$ cat config.mk
export PLATFORM = sky130hd
export DESIGN_NAME = llpir_regs
export DESIGN_NICKNAME = d
export VERILOG_FILES = /design/src/rtl/llpir_pkg.sv /design/src/rtl/llpir_regs.sv
export SDC_FILE = /design/constraint.sdc
export NUM_CORES = 1
export LEC_CHECK = 0
export ABC_CLOCK_PERIOD_IN_PS = 2500
export CAP_MARGIN = 40
export CELL_PAD_IN_SITES_DETAIL_PLACEMENT = 1
export CELL_PAD_IN_SITES_GLOBAL_PLACEMENT = 1
export CORE_UTILIZATION = 53
export CTS_BUF_LIST = sky130_fd_sc_hd__clkbuf_4
export CTS_CLUSTER_SIZE = 20
export DETAILED_ROUTE_END_ITERATION = 8
export DONT_BUFFER_PORTS = 1
export GPL_ROUTABILITY_DRIVEN = 0
export GPL_TIMING_DRIVEN = 1
export HOLD_SLACK_MARGIN = 0.03
export PLACE_DENSITY_LB_ADDON = 0.05
export SYNTH_ARGS = -nofsm -noshare
export SYNTH_HDL_FRONTEND = slang
export SYNTH_SLANG_ARGS = --single-unit
$ cat constraint.sdc
create_clock -name ref_clk -period 2.5 [get_ports ref_clk]
set_clock_uncertainty 0.1 [all_clocks]
set_input_delay 0.375 -clock ref_clk [delete_from_list [all_inputs] [get_ports ref_clk]]
set_output_delay 0.375 -clock ref_clk [all_outputs]
set_load 0.1 [all_outputs]
$ cat src/rtl/llpir_pkg.sv
package llpir_pkg;

    // Byte addresses of the registers on the system bus.
    localparam logic [31:0] GREEN_SHADE_TABLE_ADDR = 32'h4d00_0024;
    localparam logic [31:0] BLUE_SHADE_TABLE_ADDR = 32'h4d00_0028;
    localparam logic [31:0] DITHER_SETTING_ADDR = 32'h4d00_004c;
    localparam logic [31:0] PALETTE_OVERRIDE_ADDR = 32'h4d00_0050;
    localparam logic [31:0] IRQ_PENDING_ADDR = 32'h4d00_0054;
    localparam logic [31:0] IRQ_SOURCE_PENDING_ADDR = 32'h4d00_0058;
    localparam logic [31:0] IRQ_MASK_AND_LEVEL_ADDR = 32'h4d00_005c;

    // Window kept for factory test; any access there is answered with an error.
    localparam logic [31:0] TEST_AREA_FIRST_ADDR = 32'h4d00_002c;
    localparam logic [31:0] TEST_AREA_LAST_ADDR = 32'h4d00_0048;

    // Reset values.
    localparam logic [31:0] GREEN_SHADE_TABLE_RST = 32'h0000_0000;
    localparam logic [15:0] BLUE_SHADE_TABLE_RST = 16'h0000;
    localparam logic [18:0] DITHER_SETTING_RST = 19'h0_0000;
    localparam logic [24:0] PALETTE_OVERRIDE_RST = 25'h000_0000;
    localparam logic [1:0] IRQ_PENDING_RST = 2'h0;
    localparam logic [1:0] IRQ_SOURCE_PENDING_RST = 2'h0;
    localparam logic [1:0] IRQ_MASK_RST = 2'h3;
    localparam logic FIFO_THRESHOLD_SELECT_RST = 1'b0;

    // Field positions.
    localparam int PALETTE_OVERRIDE_ON_BIT = 24;
    localparam int FRAME_SYNC_IRQ_BIT = 1;
    localparam int FIFO_LEVEL_IRQ_BIT = 0;
    localparam int FIFO_THRESHOLD_SELECT_BIT = 2;

    // Pixel FIFO trigger levels in words.
    localparam logic [3:0] FIFO_THRESHOLD_LOW = 4'h4;
    localparam logic [3:0] FIFO_THRESHOLD_HIGH = 4'h8;

endpackage : llpir_pkg

$ cat src/rtl/llpir_regs.sv
`timescale 1ns/1ps
// Functional notes
// - Green code n picks the nibble at bits 4n+3..4n of the green table.
// - The blue table is a 16-bit field giving a shade for each 2-bit code.
// - Blue codes 00,01,10,11 pick bits 3:0, 7:4, 11:8 and 15:12.
// - With the override enabled, the next frame shows the override colour.
// - The override colour holds red, green and blue from high byte to low.
// - A frame-sync event sets source pending bit 1 whatever the mask.
// - Reaching the FIFO trigger level sets source pending bit 0.
// - The pending register shows the unmasked requests passed on.
// - A mask bit of one blocks its source; both mask bits reset to one.
// - The threshold select bit picks four words when clear, eight when set.
// - Pending bits and the override enable reset to zero.
module llpir_regs (
    // Clock and reset.
    input wire logic ref_clk,
    input wire logic rst_n,
    // APB slave.
    input wire logic psel,
    input wire logic penable,
    input wire logic pwrite,
    input wire logic [31:0] paddr,
    input wire logic [31:0] pwdata,
    output logic [31:0] prdata,
    output logic pready,
    output logic pslverr,
    // Pixel path.
    input wire logic [2:0] green_code,
    input wire logic [1:0] blue_code,
    input wire logic [23:0] pixel_rgb,
    input wire logic frame_start,
    output logic [3:0] green_shade,
    output logic [3:0] blue_shade,
    output logic [23:0] video_data,
    output logic [18:0] dither_mode,
    // Interrupt sources and output.
    input wire logic frame_sync_event,
    input wire logic [3:0] fifo_level_words,
    output logic irq
);

    logic [31:0] green_shade_field_reg;
    logic [15:0] blue_shade_field_reg;
    logic [18:0] dither_setting_reg;
    logic palette_override_on_reg;
    logic [23:0] palette_override_colour_reg;
    logic [1:0] irq_pending_reg;
    logic [1:0] irq_source_pending_reg;
    logic [1:0] irq_mask_reg;
    logic fifo_threshold_select_reg;
    logic override_active_reg;
    logic [23:0] override_colour_reg;
    logic fifo_hit_prev_reg;
    logic [3:0] green_shade_reg;
    logic [3:0] blue_shade_reg;
    logic [23:0] video_data_reg;
    logic irq_reg;
    logic [31:0] prdata_reg;
    logic pready_reg;
    logic pslverr_reg;

    logic setup_phase;
    logic wr_take;
    logic in_test_area;
    logic addr_mapped;
    logic [31:0] read_mux;
    logic [3:0] fifo_threshold;
    logic fifo_hit;
    logic [1:0] events;
    logic [1:0] src_clear;
    logic [1:0] pnd_clear;

    // Bus phase decode; a write lands on the single access cycle.
    assign setup_phase = psel && !penable;
    assign wr_take = psel && penable && pready_reg && pwrite && !pslverr_reg;
    assign in_test_area = (paddr >= llpir_pkg::TEST_AREA_FIRST_ADDR) &&
                          (paddr <= llpir_pkg::TEST_AREA_LAST_ADDR);

    // Read data and address map.
    always_comb begin
        addr_mapped = 1'b1;
        read_mux = 32'h0000_0000;
        unique case (paddr)
            llpir_pkg::GREEN_SHADE_TABLE_ADDR: begin
                read_mux = green_shade_field_reg;
            end
            llpir_pkg::BLUE_SHADE_TABLE_ADDR: begin
                read_mux = {16'h0000, blue_shade_field_reg};
            end
            llpir_pkg::DITHER_SETTING_ADDR: begin
                read_mux = {13'h0000, dither_setting_reg};
            end
            llpir_pkg::PALETTE_OVERRIDE_ADDR: begin
                read_mux = {7'h00, palette_override_on_reg,
                            palette_override_colour_reg};
            end
            llpir_pkg::IRQ_PENDING_ADDR: begin
                read_mux = {30'h0000_0000, irq_pending_reg};
            end
            llpir_pkg::IRQ_SOURCE_PENDING_ADDR: begin
                read_mux = {30'h0000_0000, irq_source_pending_reg};
            end
            llpir_pkg::IRQ_MASK_AND_LEVEL_ADDR: begin
                read_mux = {29'h0000_0000, fifo_threshold_select_reg,
                            irq_mask_reg};
            end
            default: begin
                addr_mapped = 1'b0;
            end
        endcase
    end

    // One wait-free access cycle follows each setup cycle.
    always_ff @(posedge ref_clk or negedge rst_n) begin
        if (!rst_n) begin
            pready_reg <= 1'b0;
            pslverr_reg <= 1'b0;
            prdata_reg <= 32'h0000_0000;
        end else begin
            pready_reg <= setup_phase;
            if (setup_phase) begin
                pslverr_reg <= !addr_mapped || in_test_area;
                prdata_reg <= (pwrite || !addr_mapped) ? 32'h0000_0000
                                                       : read_mux;
            end else begin
                pslverr_reg <= 1'b0;
            end
        end
    end

    // Configuration registers written by software.
    always_ff @(posedge ref_clk or negedge rst_n) begin
        if (!rst_n) begin
            green_shade_field_reg <= llpir_pkg::GREEN_SHADE_TABLE_RST;
            blue_shade_field_reg <= llpir_pkg::BLUE_SHADE_TABLE_RST;
            dither_setting_reg <= llpir_pkg::DITHER_SETTING_RST;
            palette_override_on_reg <=
                llpir_pkg::PALETTE_OVERRIDE_RST[24];
            palette_override_colour_reg <=
                llpir_pkg::PALETTE_OVERRIDE_RST[23:0];
            irq_mask_reg <= llpir_pkg::IRQ_MASK_RST;
            fifo_threshold_select_reg <= llpir_pkg::FIFO_THRESHOLD_SELECT_RST;
        end else if (wr_take) begin
            unique case (paddr)
                llpir_pkg::GREEN_SHADE_TABLE_ADDR: begin
                    green_shade_field_reg <= pwdata;
                end
                llpir_pkg::BLUE_SHADE_TABLE_ADDR: begin
                    blue_shade_field_reg <= pwdata[15:0];
                end
                llpir_pkg::DITHER_SETTING_ADDR: begin
                    // Stored as written; only two values are meaningful.
                    dither_setting_reg <= pwdata[18:0];
                end
                llpir_pkg::PALETTE_OVERRIDE_ADDR: begin
                    palette_override_on_reg <=
                        pwdata[llpir_pkg::PALETTE_OVERRIDE_ON_BIT];
                    palette_override_colour_reg <= pwdata[23:0];
                end
                llpir_pkg::IRQ_MASK_AND_LEVEL_ADDR: begin
                    irq_mask_reg <= pwdata[1:0];
                    fifo_threshold_select_reg <=
                        pwdata[llpir_pkg::FIFO_THRESHOLD_SELECT_BIT];
                end
                default: begin
                end
            endcase
        end
    end

    // Shade lookup for passive panels.
    always_ff @(posedge ref_clk or negedge rst_n) begin
        if (!rst_n) begin
            green_shade_reg <= 4'h0;
            blue_shade_reg <= 4'h0;
        end else begin
            green_shade_reg <=
                green_shade_field_reg[{green_code, 2'b00} +: 4];
            blue_shade_reg <=
                blue_shade_field_reg[{blue_code, 2'b00} +: 4];
        end
    end

    // The override is sampled at frame start so it covers a whole frame.
    always_ff @(posedge ref_clk or negedge rst_n) begin
        if (!rst_n) begin
            override_active_reg <= 1'b0;
            override_colour_reg <= 24'h00_0000;
            video_data_reg <= 24'h00_0000;
        end else begin
            if (frame_start) begin
                override_active_reg <= palette_override_on_reg;
                override_colour_reg <= palette_override_colour_reg;
            end
            video_data_reg <= override_active_reg ? override_colour_reg
                                                  : pixel_rgb;
        end
    end

    // FIFO trigger detection on the rising crossing of the threshold.
    assign fifo_threshold = fifo_threshold_select_reg ?
                            llpir_pkg::FIFO_THRESHOLD_HIGH :
                            llpir_pkg::FIFO_THRESHOLD_LOW;
    assign fifo_hit = fifo_level_words >= fifo_threshold;

    always_ff @(posedge ref_clk or negedge rst_n) begin
        if (!rst_n) begin
            fifo_hit_prev_reg <= 1'b0;
        end else begin
            fifo_hit_prev_reg <= fifo_hit;
        end
    end

    // Interrupt events and write-one-to-clear strobes.
    assign events = {frame_sync_event, fifo_hit && !fifo_hit_prev_reg};
    assign src_clear = (wr_take &&
                        paddr == llpir_pkg::IRQ_SOURCE_PENDING_ADDR) ?
                       pwdata[1:0] : 2'b00;
    assign pnd_clear = (wr_take && paddr == llpir_pkg::IRQ_PENDING_ADDR) ?
                       pwdata[1:0] : 2'b00;

    // Sticky pending bits; a new event wins over a clear in the same cycle.
    always_ff @(posedge ref_clk or negedge rst_n) begin
        if (!rst_n) begin
            irq_source_pending_reg <=
                llpir_pkg::IRQ_SOURCE_PENDING_RST;
            irq_pending_reg <= llpir_pkg::IRQ_PENDING_RST;
        end else begin
            irq_source_pending_reg <= (irq_source_pending_reg & ~src_clear) |
                                      events;
            irq_pending_reg <= (irq_pending_reg & ~pnd_clear) |
                               ((events | irq_source_pending_reg) &
                                ~irq_mask_reg);
        end
    end

    // Level interrupt while any unmasked request is pending.
    always_ff @(posedge ref_clk or negedge rst_n) begin
        if (!rst_n) begin
            irq_reg <= 1'b0;
        end else begin
            irq_reg <= |irq_pending_reg;
        end
    end

    assign prdata = prdata_reg;
    assign pready = pready_reg;
    assign pslverr = pslverr_reg;
    assign green_shade = green_shade_reg;
    assign blue_shade = blue_shade_reg;
    assign video_data = video_data_reg;
    assign dither_mode = dither_setting_reg;
    assign irq = irq_reg;

    chk_green_nibble: assert property (
        @(posedge ref_clk) disable iff (!rst_n)
        (green_code == 3'h5) |=>
            green_shade == $past(green_shade_field_reg[23:20]))
        else $error("Green code five did not pick bits 23:20.");

    chk_blue_nibble: assert property (
        @(posedge ref_clk) disable iff (!rst_n)
        (blue_code == 2'h2) |=>
            blue_shade == $past(blue_shade_field_reg[11:8]))
        else $error("Blue code two did not pick bits 11:8.");

    chk_override_next_frame: assert property (
        @(posedge ref_clk) disable iff (!rst_n)
        (frame_start && palette_override_on_reg) ##1 !frame_start |=>
            video_data == $past(override_colour_reg))
        else $error("Override colour not shown after frame start.");

    chk_frame_src_set: assert property (
        @(posedge ref_clk) disable iff (!rst_n)
        frame_sync_event |=> irq_source_pending_reg[1])
        else $error("Frame event did not set source pending bit 1.");

    chk_fifo_four_words: assert property (
        @(posedge ref_clk) disable iff (!rst_n)
        (!fifo_threshold_select_reg && fifo_level_words == 4'h3) ##1
        (!fifo_threshold_select_reg && fifo_level_words == 4'h4) |=>
            irq_source_pending_reg[0])
        else $error("FIFO event missed at four words.");

    chk_fifo_eight_words: assert property (
        @(posedge ref_clk) disable iff (!rst_n)
        (fifo_threshold_select_reg && fifo_level_words < 4'h8) ##1
        (fifo_threshold_select_reg && fifo_level_words == 4'h8) |=>
            irq_source_pending_reg[0])
        else $error("FIFO event missed at eight words.");

    chk_masked_no_pend: assert property (
        @(posedge ref_clk) disable iff (!rst_n)
        (irq_mask_reg == 2'h3 && irq_pending_reg == 2'h0) |=>
            irq_pending_reg == 2'h0)
        else $error("Masked source reached the pending register.");

    chk_pend_to_irq: assert property (
        @(posedge ref_clk) disable iff (!rst_n)
        (frame_sync_event && !irq_mask_reg[1]) |=>
            irq_pending_reg[1] ##1 irq)
        else $error("Unmasked frame event did not raise the interrupt.");

    chk_w1c_clear: assert property (
        @(posedge ref_clk) disable iff (!rst_n)
        (src_clear[1] && !frame_sync_event) |=> !irq_source_pending_reg[1])
        else $error("Writing one did not clear source pending bit 1.");

    chk_blue_field_write: assert property (
        @(posedge ref_clk) disable iff (!rst_n)
        (wr_take && paddr == llpir_pkg::BLUE_SHADE_TABLE_ADDR) |=>
            blue_shade_field_reg == $past(pwdata[15:0]))
        else $error("Blue table did not keep the low half of the write.");

    chk_palette_write: assert property (
        @(posedge ref_clk) disable iff (!rst_n)
        (wr_take && paddr == llpir_pkg::PALETTE_OVERRIDE_ADDR) |=>
            palette_override_colour_reg == $past(pwdata[23:0]))
        else $error("Override colour bytes were not stored as written.");

    chk_irq_follows_pend: assert property (
        @(posedge ref_clk) disable iff (!rst_n)
        (irq_pending_reg != 2'h0) |=> irq)
        else $error("Pending request did not raise the interrupt.");

    chk_irq_quiet: assert property (
        @(posedge ref_clk) disable iff (!rst_n)
        (irq_pending_reg == 2'h0) |=> !irq)
        else $error("Interrupt raised with nothing pending.");

    chk_fifo_below_eight: assert property (
        @(posedge ref_clk) disable iff (!rst_n)
        (fifo_threshold_select_reg && fifo_level_words < 4'h8 &&
         !irq_source_pending_reg[llpir_pkg::FIFO_LEVEL_IRQ_BIT]) |=>
            !irq_source_pending_reg[llpir_pkg::FIFO_LEVEL_IRQ_BIT])
        else $error("FIFO event taken below eight words.");

    chk_fifo_src_clear: assert property (
        @(posedge ref_clk) disable iff (!rst_n)
        (src_clear[0] && !(fifo_hit && !fifo_hit_prev_reg)) |=>
            !irq_source_pending_reg[llpir_pkg::FIFO_LEVEL_IRQ_BIT])
        else $error("Writing one did not clear source pending bit 0.");

endmodule : llpir_regs

==> metrics.txt, run 1 <==
worst slew pin tran 0.920 ns; syn nets 767; largest net degree at the start of global routing 193; main flop type after synthesis dfrtp_1; Die Wd 129 um; Slew Limit Fails 0; Hold Fails Final Rpt 192; Ys Warns 0; worst hold path type input port to async pin; layout cells sized above 1 0.331; starting density of the core 0.539; result of the run finished with violations; final WL 25800 um; Std-Cell Rows 46; wire per inst 25.2 um; Clock Sinks 192; Final setup viols 0; unrepaired setup endpoints after global routing false; die area 16600 sq um; ys async rst share 1.00; Post-synth EDFFs 0; CP required 2.89 ns; met1 wire length 9800 um; PwrDens 502 nW/um^2; Seq/Total Area, Yosys 0.563; vias 6062; DR top layer met4; wire length on met3 1180 um; CTS tree built; root buffer cell clkbuf_4; maximum vdd drop 0.314 mV; Clock Latency Late Sink 0.59 ns; DRC viols 0; fin util 0.671; Mapped Avg Cell Area 12.9 sq um; TritonCTS Buffers 17; CTS H-tree depth 4; Final nets 897; vias in the first global route 6822; Max Cap Viol 0; Arrival @ worst endpoint 2.79 ns; Vias/cell 5.93; Critical Path Source Type register; Netlist Area Pre-Place 8540 sq um; violated checks negative hold slack; CP max FO 5; Core Area 15800 sq um; Critical Path Start pslverr$_DFF_PN0_; Synth Register Bits 192; WL met2 13800 um; clock slew at reported path FFs 0.16 ns; Post-Syn Instances 661; layout overhead on the synthesized area 24.4%; clock buffer depth 2; Critical Path Sink Type register; post-cts hold buffer count 74; global-route usage over all layers 0.322; I/O pin count 190; fmax 0.416 GHz; min cycle time layout 2.41 ns; Detail Route Antenna Nets 0; drt initial violations 305; Distinct cells, synth 45; DP Wirelength 16700 um; Static Leakage 4.79 nW; Min Hold Slack -0.640 ns; reg2reg start pslverr$_DFF_PN0_; Reg2Reg Setup Slack 0.09 ns; gr ovfl total 0; first-pass GRT wire length 39000 um; Die Y 129 um; PortBufs 0; crit share post-route 0.963; Slew HR 0.386; DRT Pass-1 Iters 6; initial antenna violation count 3; CP Class register to register
## synthesized netlist by cell type, types with 4 or more instances
cell	number	share of area
o21ai_0	24	0.014
nor4_1	21	0.015
a22o_1	8	0.0082
mux2_1	21	0.028
inv_1	62	0.027
clkbuf_1	24	0.011
nand2_1	31	0.014
nor3_1	56	0.033
or4b_1	4	0.0047
a222oi_1	5	0.0059
nor2_1	4	0.0018
buf_6	7	0.0092
a22oi_1	10	0.0088
dfrtp_1	190	0.56
buf_2	7	0.0041
mux2_2	127	0.17
mux4_2	14	0.037
## worst paths after layout
kind                                                       end  cells past startpoint
max                        irq_source_pending_reg[1]$_DFF_PN0_                      5
min                                     prdata[26]$_DFFE_PN0P_                      0
max reg2reg                irq_source_pending_reg[1]$_DFF_PN0_                      5
min reg2reg                irq_source_pending_reg[0]$_DFF_PN0_                      1
max in group asynchronous          irq_mask_reg[1]$_DFFE_PN1P_                      0
min in group ref_clk                  green_shade[0]$_DFF_PN0_                      2
## layout by cell type, fill, tap and decap left out, types with 2 or more instances in the layout
cell type	netlist	layout
a222oi_1	5	5
a22o_1	8	8
a22oi_1	10	10
and3_1	2	2
buf_12	0	3
buf_16	0	16
buf_4	0	57
buf_8	0	2
bufinv_16	0	2
clkbuf_4	0	19
clkinvlp_4	0	3
dfrtp_1	190	189
dfstp_2	2	2
diode_2	0	3
dlygate4sd3_1	0	74
ha_1	2	2
inv_1	62	62
inv_6	0	4
inv_8	0	2
mux2_1	21	21
mux2_2	127	127
mux4_2	14	14
nand2_1	31	31
nand4_1	2	2
nand4bb_1	2	2
nor2_1	4	4
nor2b_1	2	2
nor3_1	56	56
nor4_1	21	21
nor4b_1	3	2
nor4b_4	3	3
nor4bb_1	2	2
o21ai_0	24	24
o22ai_1	3	3
or2_2	2	2
or4_1	3	3
or4b_1	4	4
## stage by stage
step	setup TNS, ns	setup slack [ns]	instances	total power [mW]	area, sq um
global route	0	0.00617	1023	5.48	10600
CTS	0	0.146	1016	5.33	10500
floorplan	0	0.0750	661	3.45	8540
finish	0	0.0937	1023	5.33	10600
global placement	-0.0918	-0.00719	895	3.46	9100
detailed placement	-3.70	-0.0933	910	3.47	9500
## worst max-delay path, stage by stage, from the launching register on
cell and delay [ns]:
dfrtp_1 0.43, nor2b_1 0.19, nand4_1 0.25, or4_1 0.59, a21o_1 0.20, dlygate4sd3_1 0.56
## kinds of logic (layout without fill, tap and decap cells)
| family | count (synthesis) | count (layout) | synth area share |
|---|---|---|---|
| AND/OR/NAND/NOR | 147 | 147 | 0.105 |
| other | 0 | 3 | 0 |
| AO/OA/AOI/OAI | 55 | 55 | 0.0440 |
| flip-flops | 192 | 192 | 0.563 |
| buffers and inverters | 103 | 246 | 0.0525 |
| adder cells (fa/ha/maj) | 2 | 2 | 0.00293 |
| multiplexers | 162 | 162 | 0.232 |
## report_power, final
group	total [mW]	leakage [nW]	switching [mW]	internal, mW
sequential	3.26	2.59	0.137	3.13
clock	1.78	0.152	1.14	0.640
combinational	0.289	2.05	0.147	0.142
total	5.33	4.79	1.43	3.91
## area by class of cell
type,instances,area [sq um]
antenna,3,7.51
clock buffer,19,143
clock inverter,13,153
fill,1539,5210
inverter,62,233
multi-input combinational,366,3310
sequential,192,4810
tap,216,270
timing repair buffer,152,1700
## metal layers
layer,vias to the layer above,track usage
met4,0,0.156
met5,-,0
met2,197,0.577
met3,61,0.0574
li1,2618,-
met1,3186,0.374
## what timing repair did
| action | 4_1_cts | 5_1_grt |
|---|---|---|
| endpoints found under the hold margin | 349 | 192 |
| endpoints found under the setup margin | 0 | 1 |
| buffers inserted | 0 | 1 |
| gates resized for setup | 0 | 0 |
Power figures use the tool's default switching activity.
==> run 2, diff against run 1 <==
- CORE_MARGIN: default -> 2
==> run 2 against run 1 <==
Effect of this change: the flow still finishes with violations (negative hold slack); sequential share of layout area up 0.79 points; clock-buffer cell count down 1; cell area down 1.7%.
==> metrics.txt, run 2 (synthesized netlist as in run 1, its figures left out) <==
gr ovfl total 0 (unchanged); layout overhead on the synthesized area 22.2%; Slew Limit Fails 0 (unchanged); DRT Pass-1 Iters 4 (-2); PwrDens 509 nW/um^2 (+1.3%); # Post-CTS Setup Buffers 0 (unchanged); starting density of the core 0.539 (unchanged); Final setup viols 0 (unchanged); Core Area 15800 sq um (unchanged); Max Cap Viol 0 (unchanged); Sw Share 0.266 (-0.00160); DP Wirelength 16100 um (-3.4%); DRC viols 0 (unchanged); FF/Latch Area 4810 sq um (unchanged); Slew HR 0.397 (+0.0102); CTS tree built; Critical Path Sink Type register; commonest non-fill, non-tap cell in the layout dfrtp_1; multi-input logic area 3300 sq um (-0.30%); die area 17100 sq um (+3.1%); Detail Route Antenna Nets 0 (unchanged); Arrival @ worst endpoint 2.76 ns (-0.03 ns); Hold Fails Final Rpt 192 (unchanged); Worst R2R Path Depth 5 (unchanged); drt initial violations 299 (-2.0%); wire per inst 23.7 um (-6.1%); maximum vdd drop 0.365 mV (+16%); first-pass GRT wire length 36800 um (-5.6%); vias in the first global route 6541 (-4.1%); CP max FO 5 (unchanged); Net Sw Power 1.41 mW (-1.0%); reg2reg start pslverr$_DFF_PN0_; Die Y 131 um (+1.6%); Flop pwr share 0.616 (+0.004); Clock Sinks 192 (unchanged); worst hold path type input port to async pin; Min Hold Slack -0.649 ns (-0.00897 ns); root buffer cell clkbuf_4; violated checks negative hold slack; CTS H-tree depth 4 (unchanged); vias 5947 (-1.9%); reg2reg end irq_source_pending_reg[1]$_DFF_PN0_; CP Class register to register; min setup slack post-route 0.137 ns (+0.0430 ns); crit share post-route 0.945 (-0.0172); final WL 24100 um (-6.8%); Std-Cell Rows 46 (unchanged); min cycle time layout 2.36 ns (-0.0430 ns); Final nets 892 (-0.56%); initial antenna violation count 1 (-2); Internal Power 3.90 mW (-0.19%); clock slew at reported path FFs 0.15 ns (about the same); Die Wd 131 um (+1.6%); post-cts hold buffer count 77 (+4.1%); Vias/cell 5.85 (-1.2%); CTS resizes 0 (unchanged); CP required 2.89 ns (about the same); Critical Path Source Type register; Comb pwr share 0.050 (-0.004); result of the run finished with violations; Static Leakage 4.72 nW (-1.3%); PortBufs 0 (unchanged); I/O pin count 190 (unchanged); unrepaired setup endpoints after global routing false; clock buffer depth 2 (unchanged); pre-CTS setup slack -0.0770 ns (+0.0164 ns); Clock Latency Late Sink 0.60 ns (about the same); Layout fillers 1529 (-0.65%); global-route usage over all layers 0.291 (-0.0318); worst slew pin tran 0.905 ns (-0.0153 ns); fmax 0.423 GHz (+1.8%); Reg2Reg Setup Slack 0.14 ns (+0.04 ns); Critical Path Start pslverr$_DFF_PN0_; TritonCTS Buffers 17 (unchanged); clock share of power 0.334 (about the same); layout cells sized above 1 0.324 (-0.00669); most frequent cells in the layout dfrtp_1, mux2_2, dlygate4sd3_1; largest net degree at the start of global routing 193 (unchanged)
==> run 2: worst max-delay path, cell delays in order, from the launching register on <==
cell and delay (ns):
dfrtp_1 0.43, nor2b_1 0.17, nand4_1 0.26, or4_1 0.58, a21o_1 0.18, dlygate4sd3_1 0.55
==> run 2: per-stage QoR <==
stage	utilization	cell area, sq um	power [mW]	TNS, ns	std cells
after global placement	0.575	9100	3.46	0	897
after detailed placement	0.584	9240	3.47	-0.0910	902
final	0.659	10400	5.31	0	1016
after floorplan	-	8540	3.45	0	661
after global routing	0.659	10400	5.49	0	1016
after CTS	0.652	10300	5.35	0	1011
==> run 2: power by group through the flow <==
stage                     sequential (mW)  clock (mW)  combinational [mW]
after floorplan                      3.35           0              0.0962
after global placement               3.33           0               0.131
after detailed placement             3.33           0               0.136
after CTS                            3.27        1.82               0.263
after global routing                 3.28        1.94               0.280
final                                3.27        1.77               0.265
==> run 2: worst max-delay path by stage <==
stage                                                        to  slack [ns]  depth (start not counted)
after floorplan           green_shade_field_reg[10]$_DFFE_PN0P_        0.07                          7
after global placement               dither_mode[9]$_DFFE_PN0P_        0.08                          5
after detailed placement                 prdata[19]$_DFFE_PN0P_       -0.08                          6
after CTS                   irq_source_pending_reg[1]$_DFF_PN0_        0.15                          5
after global routing        irq_source_pending_reg[1]$_DFF_PN0_        0.04                          5
final                       irq_source_pending_reg[1]$_DFF_PN0_        0.14                          5
==> run 2: layer usage <==
layer / vias to the layer above / GRT usage / routed length [um]
met4: 0 / 0.105 / 490
met3: 27 / 0.0521 / 1170
met5: - / 0 / 0
met1: 3142 / 0.357 / 9580
met2: 168 / 0.517 / 12800
li1: 2610 / - / -
==> run 2: cell type report <==
type / instances / share of cell area
multi-input cells: 366 / 0.316
inverters: 62 / 0.0223
repair buffers: 147 / 0.146
flip-flops and latches: 192 / 0.461
well taps: 216 / 0.0259
clock inverters: 14 / 0.0161
diodes: 1 / 0.000240
clock buffers: 18 / 0.0129
